[src/vref_tsense_map.svh]
// register offsets, field positions, reset values and timing counts
`ifndef VREF_TSENSE_MAP_SVH
`define VREF_TSENSE_MAP_SVH

`define VREF_CTRL_OFS 12'h000
`define VREF_IRQ_STAT_OFS 12'h004
`define VREF_IRQ_MASK_OFS 12'h008
`define VREF_CTRL_RESET 8'h00
`define VREF_BIT_ENABLE 7
`define VREF_BIT_READY 6
`define VREF_BIT_TS_EN 5
`define VREF_BIT_TS_RNG 4
`define VREF_FLD_CMP_LO 2
`define VREF_FLD_CONV_LO 0
`define VREF_SETTLE_NS 20000
`define VREF_CLK_NS 4
`define VREF_SETTLE_CYC ((`VREF_SETTLE_NS + `VREF_CLK_NS - 1) / `VREF_CLK_NS)

`endif

[src/vref_tsense_pkg.sv]
// types shared by the reference and temperature sensor control logic
package vref_tsense_pkg;

  typedef enum logic [1:0]
  {
    gain_off = 2'h0,
    gain_x1 = 2'h1,
    gain_x2 = 2'h2,
    gain_x4 = 2'h3
  } gain_sel_t;

  typedef struct packed
  {
    logic ref_enable;
    logic temp_sense_enable;
    logic temp_range_select;
    gain_sel_t cmp_dac_gain_select;
    gain_sel_t conv_gain_select;
  } analog_ctrl_t;

  typedef struct packed
  {
    logic psel;
    logic penable;
    logic pwrite;
    logic [11:0] paddr;
    logic [31:0] pwdata;
  } apb_req_t;

  typedef struct packed
  {
    logic pready;
    logic pslverr;
    logic [31:0] prdata;
  } apb_rsp_t;

  typedef enum logic [2:0]
  {
    st_off = 3'h1,
    st_settle = 3'h2,
    st_ready = 3'h4
  } settle_state_t;

endpackage : vref_tsense_pkg

[src/vref_settle.sv]
// stabilisation timer that raises the ready flag after enable
`include "vref_tsense_map.svh"

module vref_settle
#(
  parameter int SETTLE_CYC = `VREF_SETTLE_CYC
)
(
  input wire logic mclk,
  input wire logic sys_rst,
  input wire logic enable,
  output logic ready
);
  import vref_tsense_pkg::*;

  // the counter is 16 bits; a longer wait would be cut to 16 bits and finish early
  if (SETTLE_CYC < 1 || SETTLE_CYC > 65535)
  begin : g_bad_settle
    $error("SETTLE_CYC out of range");
  end

  typedef struct packed
  {
    settle_state_t st;
    logic [15:0] cnt;
  } settle_reg_t;

  settle_reg_t cur;
  settle_reg_t next_cur;

  always_comb
  begin
    next_cur = cur;
    case (cur.st)
      st_off:
      begin
        next_cur.cnt = 16'h0000;
        if (enable)
          next_cur.st = st_settle;
      end
      st_settle:
      begin
        if (!enable)
          next_cur.st = st_off;
        else if (cur.cnt == 16'(SETTLE_CYC - 1))
          next_cur.st = st_ready;
        else
          next_cur.cnt = cur.cnt + 16'h0001;
      end
      st_ready:
      begin
        if (!enable)
          next_cur.st = st_off;
      end
      default:
        next_cur.st = st_off;
    endcase
  end

  always_ff @(posedge mclk)
  begin
    if (sys_rst)
    begin
      cur.st <= st_off;
      cur.cnt <= 16'h0000;
    end
    else
      cur <= next_cur;
  end

  // ready drops at once with enable, before the state catches up
  assign ready = enable && (cur.st == st_ready);

  chk_ready_after_settle: assert property (
    @(posedge mclk) disable iff (sys_rst)
    $rose(ready) |-> cur.cnt == 16'(SETTLE_CYC - 1))
    else $error("ready rose before settle count");

endmodule : vref_settle

[src/vref_tsense_ctrl.sv]
// apb register bank for the fixed reference and temperature indicator
//
// Design decisions made here: the register offsets and register access over APB.
`include "vref_tsense_map.svh"

// Overview of operation
// - Bit 7 of the control register turns the fixed reference on or off.
// - Read-only bit 6 is one only while the enabled reference is ready.
// - On the higher-voltage variant the ready bit always reads one.
// - Bit 5 enables the temperature indicator circuit.
// - Bit 4 picks the indicator range, one high and zero low.
// - Bits 3-2 set the comparator, DAC and sense path gain: off,1x,2x,4x.
// - Bits 1-0 set the converter path gain: off, 1x, 2x, 4x.
// - Ready sets only after the reference circuits have settled.
module vref_tsense_ctrl
#(
  parameter bit HIGH_VDD_VARIANT = 1'b0,
  parameter int SETTLE_CYC = `VREF_SETTLE_CYC
)
(
  input wire logic mclk,
  input wire logic sys_rst,
  input wire vref_tsense_pkg::apb_req_t apb_req,
  output vref_tsense_pkg::apb_rsp_t apb_rsp,
  output vref_tsense_pkg::analog_ctrl_t analog_ctrl,
  output logic ref_ready,
  output logic irq
);
  import vref_tsense_pkg::*;

  // --------------------------------------------------------------
  // state
  // --------------------------------------------------------------
  typedef struct packed
  {
    analog_ctrl_t ctrl;
    logic [1:0] irq_stat;
    logic [1:0] irq_mask;
    logic ready_q;
    logic [31:0] prdata;
  } bank_t;

  bank_t cur;
  bank_t next_cur;
  logic settle_ready;
  logic ready_bit;
  logic wr_acc;
  logic rd_acc;
  logic addr_ok;
  logic [1:0] events;
  logic wait_q;

  function automatic logic [7:0] pack_ctrl(input analog_ctrl_t c,
                                           input logic rdy);
    logic [7:0] v;
    v = 8'h00;
    v[`VREF_BIT_ENABLE] = c.ref_enable;
    v[`VREF_BIT_READY] = rdy;
    v[`VREF_BIT_TS_EN] = c.temp_sense_enable;
    v[`VREF_BIT_TS_RNG] = c.temp_range_select;
    v[`VREF_FLD_CMP_LO +: 2] = c.cmp_dac_gain_select;
    v[`VREF_FLD_CONV_LO +: 2] = c.conv_gain_select;
    return v;
  endfunction : pack_ctrl

  // --------------------------------------------------------------
  // settling timer
  // --------------------------------------------------------------
  // the timer counts in 16 bits; a longer wait would be cut to 16 bits and end early
  if (SETTLE_CYC < 1 || SETTLE_CYC > 65535)
  begin : g_bad_settle
    $error("SETTLE_CYC out of range");
  end

  vref_settle #(
    .SETTLE_CYC(SETTLE_CYC)
  ) u_settle (
    .mclk(mclk),
    .sys_rst(sys_rst),
    .enable(cur.ctrl.ref_enable),
    .ready(settle_ready)
  );

  // the high-supply part has its reference always ready
  assign ready_bit = HIGH_VDD_VARIANT ? 1'b1 : settle_ready;
  assign ref_ready = ready_bit;

  // --------------------------------------------------------------
  // bus decode
  // --------------------------------------------------------------
  // a write lands only at the edge where pready is seen, so a one-to-clear
  // is applied once and wipes an event raised a cycle earlier, but not one raised at that edge
  assign wr_acc = apb_req.psel && apb_req.penable && apb_req.pwrite &&
    wait_q;
  assign rd_acc = apb_req.psel && apb_req.penable && !apb_req.pwrite;

  always_comb
  begin
    if (apb_req.paddr == `VREF_CTRL_OFS)
      addr_ok = 1'b1;
    else if (apb_req.paddr == `VREF_IRQ_STAT_OFS)
      addr_ok = 1'b1;
    else if (apb_req.paddr == `VREF_IRQ_MASK_OFS)
      addr_ok = 1'b1;
    else
      addr_ok = 1'b0;
  end

  // event 0: ready rose, event 1: ready fell
  assign events = {cur.ready_q && !ready_bit, !cur.ready_q && ready_bit};

  // --------------------------------------------------------------
  // next state
  // --------------------------------------------------------------
  always_comb
  begin
    next_cur = cur;
    next_cur.ready_q = ready_bit;
    if (wr_acc)
    begin
      if (apb_req.paddr == `VREF_CTRL_OFS)
      begin
        // bit 6 is not stored, so a write cannot touch it
        next_cur.ctrl.ref_enable =
          apb_req.pwdata[`VREF_BIT_ENABLE];
        next_cur.ctrl.temp_sense_enable =
          apb_req.pwdata[`VREF_BIT_TS_EN];
        next_cur.ctrl.temp_range_select =
          apb_req.pwdata[`VREF_BIT_TS_RNG];
        next_cur.ctrl.cmp_dac_gain_select =
          gain_sel_t'(apb_req.pwdata[`VREF_FLD_CMP_LO +: 2]);
        next_cur.ctrl.conv_gain_select =
          gain_sel_t'(apb_req.pwdata[`VREF_FLD_CONV_LO +: 2]);
      end
      else if (apb_req.paddr == `VREF_IRQ_STAT_OFS)
        next_cur.irq_stat = cur.irq_stat & ~apb_req.pwdata[1:0];
      else if (apb_req.paddr == `VREF_IRQ_MASK_OFS)
        next_cur.irq_mask = apb_req.pwdata[1:0];
    end
    // set beats a clear in the same cycle
    next_cur.irq_stat = next_cur.irq_stat | events;
    next_cur.prdata = 32'h0000_0000;
    if (rd_acc)
    begin
      if (apb_req.paddr == `VREF_CTRL_OFS)
        next_cur.prdata = {24'h00_0000, pack_ctrl(cur.ctrl, ready_bit)};
      else if (apb_req.paddr == `VREF_IRQ_STAT_OFS)
        next_cur.prdata = {30'h0000_0000, cur.irq_stat};
      else if (apb_req.paddr == `VREF_IRQ_MASK_OFS)
        next_cur.prdata = {30'h0000_0000, cur.irq_mask};
    end
  end

  always_ff @(posedge mclk)
  begin
    if (sys_rst)
    begin
      cur.ctrl <= analog_ctrl_t'(7'h00);
      cur.irq_stat <= 2'h0;
      cur.irq_mask <= 2'h0;
      // idle level of the flag, so no false edge follows reset
      cur.ready_q <= HIGH_VDD_VARIANT;
      cur.prdata <= 32'h0000_0000;
    end
    else
      cur <= next_cur;
  end

  // --------------------------------------------------------------
  // outputs
  // --------------------------------------------------------------
  // read data is registered, so the access phase takes two cycles
  always_ff @(posedge mclk)
  begin
    if (sys_rst)
      wait_q <= 1'b0;
    else
      wait_q <= apb_req.psel && apb_req.penable && !wait_q;
  end

  // reads and writes share the same two-cycle answer for simplicity
  assign apb_rsp.pready = wait_q;
  assign apb_rsp.pslverr = wait_q && !addr_ok;
  assign apb_rsp.prdata = cur.prdata;
  assign analog_ctrl = cur.ctrl;
  assign irq = |(cur.irq_stat & cur.irq_mask);

  // --------------------------------------------------------------
  // checks
  // --------------------------------------------------------------
  chk_enable_write: assert property (
    @(posedge mclk) disable iff (sys_rst)
    wr_acc && apb_req.paddr == `VREF_CTRL_OFS |=>
      analog_ctrl.ref_enable ==
        $past(apb_req.pwdata[`VREF_BIT_ENABLE]))
    else $error("reference enable not taken from write");

  chk_ready_needs_en: assert property (
    @(posedge mclk) disable iff (sys_rst)
    !HIGH_VDD_VARIANT && !analog_ctrl.ref_enable |-> !ref_ready)
    else $error("ready while reference disabled");

  chk_ready_variant: assert property (
    @(posedge mclk) disable iff (sys_rst)
    HIGH_VDD_VARIANT |-> ref_ready)
    else $error("high variant ready not one");

  // the always-ready part must never log a ready edge, not even at reset
  chk_variant_quiet: assert property (
    @(posedge mclk) disable iff (sys_rst)
    HIGH_VDD_VARIANT |-> cur.irq_stat == 2'h0)
    else $error("high variant raised a ready event");

  chk_tsense_write: assert property (
    @(posedge mclk) disable iff (sys_rst)
    wr_acc && apb_req.paddr == `VREF_CTRL_OFS |=>
      analog_ctrl.temp_sense_enable ==
        $past(apb_req.pwdata[`VREF_BIT_TS_EN]))
    else $error("sensor enable not taken");

  chk_range_write: assert property (
    @(posedge mclk) disable iff (sys_rst)
    wr_acc && apb_req.paddr == `VREF_CTRL_OFS |=>
      analog_ctrl.temp_range_select ==
        $past(apb_req.pwdata[`VREF_BIT_TS_RNG]))
    else $error("range select not taken");

  chk_cmp_gain: assert property (
    @(posedge mclk) disable iff (sys_rst)
    wr_acc && apb_req.paddr == `VREF_CTRL_OFS |=>
      analog_ctrl.cmp_dac_gain_select ==
        $past(apb_req.pwdata[`VREF_FLD_CMP_LO +: 2]))
    else $error("comparator gain not taken");

  chk_conv_gain: assert property (
    @(posedge mclk) disable iff (sys_rst)
    wr_acc && apb_req.paddr == `VREF_CTRL_OFS |=>
      analog_ctrl.conv_gain_select ==
        $past(apb_req.pwdata[`VREF_FLD_CONV_LO +: 2]))
    else $error("converter gain not taken");

  chk_ready_settle: assert property (
    @(posedge mclk) disable iff (sys_rst)
    !HIGH_VDD_VARIANT && $rose(analog_ctrl.ref_enable) |=> !ref_ready)
    else $error("ready without settling");

  chk_reset_clear: assert property (
    @(posedge mclk) disable iff (sys_rst)
    $past(sys_rst) |-> analog_ctrl == analog_ctrl_t'(7'h00))
    else $error("control not cleared by reset");

  // bit 6 has no storage, so writing a one there must not fake readiness
  chk_ready_ignored: assert property (
    @(posedge mclk) disable iff (sys_rst)
    !HIGH_VDD_VARIANT && wr_acc && apb_req.paddr == `VREF_CTRL_OFS &&
      !apb_req.pwdata[`VREF_BIT_ENABLE] |=> !ref_ready)
    else $error("ready set by a write");

  chk_unmapped_kept: assert property (
    @(posedge mclk) disable iff (sys_rst)
    wr_acc && !addr_ok |=> $stable(analog_ctrl))
    else $error("unmapped write changed control");

  chk_unmapped_zero: assert property (
    @(posedge mclk) disable iff (sys_rst)
    apb_rsp.pready && !apb_req.pwrite && !addr_ok |->
      apb_rsp.prdata == 32'h0000_0000)
    else $error("unmapped read not zero");

  chk_pready_pulse: assert property (
    @(posedge mclk) disable iff (sys_rst)
    apb_rsp.pready |=> !apb_rsp.pready)
    else $error("pready held past one cycle");

  // a clear racing an event must lose, or the event would be missed
  chk_set_wins: assert property (
    @(posedge mclk) disable iff (sys_rst)
    |events |=> (cur.irq_stat & $past(events)) == $past(events))
    else $error("status event lost");

  chk_stat_clear: assert property (
    @(posedge mclk) disable iff (sys_rst)
    wr_acc && apb_req.paddr == `VREF_IRQ_STAT_OFS && events == 2'h0 |=>
      (cur.irq_stat & $past(apb_req.pwdata[1:0])) == 2'h0)
    else $error("status bit not cleared by one");

  cov_ready_rise: cover property (@(posedge mclk) disable iff (sys_rst)
    $rose(ref_ready));
  cov_irq: cover property (@(posedge mclk) disable iff (sys_rst)
    $rose(irq));
  cov_ctrl_read: cover property (@(posedge mclk) disable iff (sys_rst)
    rd_acc && wait_q && apb_req.paddr == `VREF_CTRL_OFS);
  cov_unmapped: cover property (@(posedge mclk) disable iff (sys_rst)
    apb_rsp.pslverr);

endmodule : vref_tsense_ctrl

[config.mk]
export PLATFORM = sky130hd
export DESIGN_NAME = vref_tsense_ctrl
export DESIGN_NICKNAME = d
export VERILOG_FILES = /design/src/vref_tsense_pkg.sv /design/src/vref_settle.sv /design/src/vref_tsense_ctrl.sv
export VERILOG_INCLUDE_DIRS = /design/src
export SDC_FILE = /design/constraint.sdc
export NUM_CORES = 1
export LEC_CHECK = 0
export BUFFER_PORTS_ARGS = -buffer_cell sky130_fd_sc_hd__clkbuf_2
export CAP_MARGIN = 20
export CORE_MARGIN = 5
export CORE_UTILIZATION = 43
export CTS_CLUSTER_DIAMETER = 150
export DETAILED_ROUTE_END_ITERATION = 8
export GPL_TIMING_DRIVEN = 0
export PLACE_DENSITY = 0.78
export SLEW_MARGIN = 20
export SYNTH_ARGS = -nofsm -noshare
export SYNTH_HDL_FRONTEND = slang
export SYNTH_SLANG_ARGS = --single-unit
[constraint.sdc]
create_clock -name mclk -period 1.74 [get_ports mclk]
set_input_delay 0.261 -clock mclk [delete_from_list [all_inputs] [get_ports mclk]]
set_output_delay 0.261 -clock mclk [all_outputs]
set_load 0.05 [all_outputs]
==> impl_metrics.py <==
metrics = {
    "logic_synthesis": {
        "synthArstFlopShare_pct": 0,
        "postSynthCellCount": 252,
        "netlist.area_leader.share_pct": 36.8,
        "syn_std_cell_area_mm2": 0.00217,
        "synth-edff-count": 0,
        "synth_top_area_cell": "dfxtp_1",
        "postSynthAreaPerCell_um2": 8.63,
        "synth_top_flop_cell": "dfxtp_1",
        "synth_sequential_area_ratio_pct": 36.8,
        "ys_types": 47,
        "yosys_register_bits": 40,
        "synth.top_cells.by_area": "dfxtp_1 37%, buf_4 14%, nand2_1 4.8%",
        "ys_warn_count": 0,
    },
    "layout": {
        "most_common_library_cell_in_the_layout_ignoring_fill_and_taps": "buf_4",
        "final_layout_size_suffix_gt1_share_pct": 36.7,
        "fillCellCount": 460,
        "layout.core_utilization_pct": 58.1,
        "layout.cells.most_common_list": "47 x buf_4, 40 x clkbuf_2, 32 x dfxtp_1",
        "areaGrowthSynthToFinish_pct": 28.7,
        "design.final.nets": 379,
        "finalInstanceArea_mm2": 0.00280,
        "antenna_cells_inserted": 0,
    },
    "timing": {
        "setup_viol": 1,
        "hold_viol_final": 0,
        "final.setup.tns_ns": -0.0112,
        "tightestPinTransition_ns": 0.554,
        "timing.final.max_slew_violations": 0,
        "worst_clock_skew_ns": 0.00499,
        "minimum_clock_period_after_layout_ns": 1.75,
        "post-route-worst-setup-slack_ns": -0.0112,
        "rsz_0062_raised_after_global_routing": "yes",
        "fraction_of_the_cycle_the_final_worst_path_needs_pct": 101,
        "timing.slew.headroom_pct": 62.7,
        "achievable-frequency_ghz": 0.571,
    },
    "drt": {
        "route.vias.total": 1902,
        "drt-vias-per-instance": 4.79,
        "ant_nets": 0,
        "postRouteWirelength_um": 5040,
        "avgRoutedWirePerCell_um": 12.7,
        "firstDrtPassIters": 4,
        "drt_iter0_markers": 87,
        "drc": 0,
    },
    "setup_path": {
        "critical_path_required_ns": 1.95,
        "setup.reg_to_reg.worst_slack_ns": -0.01,
        "timing.critical_path.slowest_cell_delay_ns": 0.55,
        "critical-path-top-delay-family": "simple AND/OR/NAND/NOR gates",
        "worstPathCellList": "or4b_4, nor4_4, buf_6, a21oi_1, o32ai_2",
        "timing.setup.critical_path_class": "flip-flop to flip-flop",
        "worst_setup_path_start_kind": "flip-flop",
        "end_kind": "flip-flop",
        "cpMaxStageDelayCell": "or4b_4",
        "critical_path_data_arrival_time_ns": 1.96,
        "bufs_and_invs_on_worst_path": 1,
        "critical_path.max_fanout": 5,
    },
    "global_routing": {
        "globalRoute.totalOverflow": 0,
        "grt_antenna_before_repair": 0,
        "largest_net_degree_at_the_start_of_global_routing": 15,
        "vias_in_the_first_global_route": 1716,
        "track_usage_pct": 14.2,
        "grt_pass1_wl_um": 7400,
    },
    "placed_design": {
        "portBuffers": 41,
        "dpl.hpwl_um": 3450,
        "place.gp.congestion": 0.841,
        "place_area_mm2": 0.00255,
    },
    "clock_network": {
        "tritoncts": "built",
        "worstSkewPairLatency_ns": 0.30,
        "tritoncts.num_buffers": 5,
        "htreeDepth": 2,
        "cts-root-buf": "clkbuf_8",
        "ctsLongestPathBuffers": 2,
        "hold_buffer_count_at_cts": 0,
        "clkTransAtPathRegs_ns": 0.08,
        "clock-sinks": 40,
    },
    "outcome": {
        "outcome": "finished, violations left",
        "failed_checks": "setup timing",
    },
    "power": {
        "power.static_leakage_nw": 1.19,
        "post-layout-total-power_mw": 1.92,
        "power.density_mw_per_mm2": 685,
        "vdd.ir_drop.worst_mv": 0.437,
    },
    "floorplanning": {
        "top_level_ports": 92,
        "effective_utilization_at_floorplan_pct": 45.1,
        "num_rows": 25,
        "die_w_um": 81.1,
        "die_height_um": 81.1,
        "design.die.area_mm2": 0.00658,
        "core_area_mm2": 0.00482,
    },
    "min_path": {
        "min_path_type": "input pin to flip-flop",
    },
    "job": {
        "cap_violations": 0,
    },
}
[cell families (layout without fill, tap and decap cells)]
logic type | after synthesis | in the layout | synth area share [%]
other | 1 | 24 | 0.172
xor gates and xnor gates | 4 | 4 | 1.61
buffers and inverters | 52 | 107 | 16.4
and+or+nand+nor | 95 | 95 | 25.2
AOI/OAI and AO/OA | 49 | 49 | 14.6
DFF | 40 | 40 | 36.8
muxes | 10 | 10 | 4.60
adders and majority gates | 1 | 1 | 0.575
[cell type report]
class,instances,area [µm²],area share [%]
clock inverters,3,46.3,1.65
inverters,4,15.0,0.537
clock buffers,5,68.8,2.46
multi-input cells,183,1160,41.4
plain buffers,48,347,12.4
well taps,67,83.8,3.00
flip-flops and latches,40,823,29.4
repair buffers,47,256,9.17
[metrics by stage]
stage / instances / hold WS, ns / setup WS, ns
CTS: 394 / 0.181 / 0.00941
global placement: 383 / 0.438 / -0.268
floorplan: 275 / 0.403 / 0.0769
global route: 397 / 0.198 / -0.0948
detailed placement: 383 / 0.442 / -0.269
finish: 397 / 0.186 / -0.0112
[Yosys cell counts, types with 4 or more instances]
master / instances
nor2_1: 9
o21ai_0: 15
inv_1: 4
and3_1: 5
nor2b_1: 5
a21oi_1: 16
buf_4: 40
nand4_1: 8
and2_1: 7
or3_1: 9
nand2_1: 28
mux2i_1: 10
dfxtp_1: 40
[power breakdown]
group,internal [mW],leakage [nW],switching [mW]
sequential,0.907,0.327,0.000859
combinational,0.0668,0.805,0.165
clock,0.432,0.0548,0.346
total,1.41,1.19,0.511
[routing by layer]
metal  part of all wire, %  global-route usage, %
met5                     0                      0
met4                   2.4                   6.42
met3                   5.6                   3.22
met2                    49                   23.2
met1                    43                   17.7
[worst min-delay path, cell delays in order]
cell	delay (ns)
clkbuf_2	0.08
nand2_1	0.04
mux2i_1	0.05
[path summary, 6_finish.rpt]
path	from	endpoint	cells after the start
min	apb_req[2]	analog_ctrl[2]	3
min reg2reg	cur[32]	cur[36]	2
max reg2reg	u_settle.cur[4]	u_settle.cur[0]	5
max	u_settle.cur[4]	u_settle.cur[0]	5
[registers in the layout, indices dropped and copies added (netlist names)]
register and cells:
wait_q 1, cur 5, u_settle.cur 19, apb_rsp 8, analog_ctrl 7
[timing repair]
| action | 4_1_cts | 5_1_grt |
|---|---|---|
| setup buffers | 2 | 3 |
| pin swaps | 1 | 9 |
| endpoints found under the setup margin | 11 | 21 |
| resized for setup | 6 | 21 |
| cloned | 1 | 0 |
(Power assumes the default switching activity.)
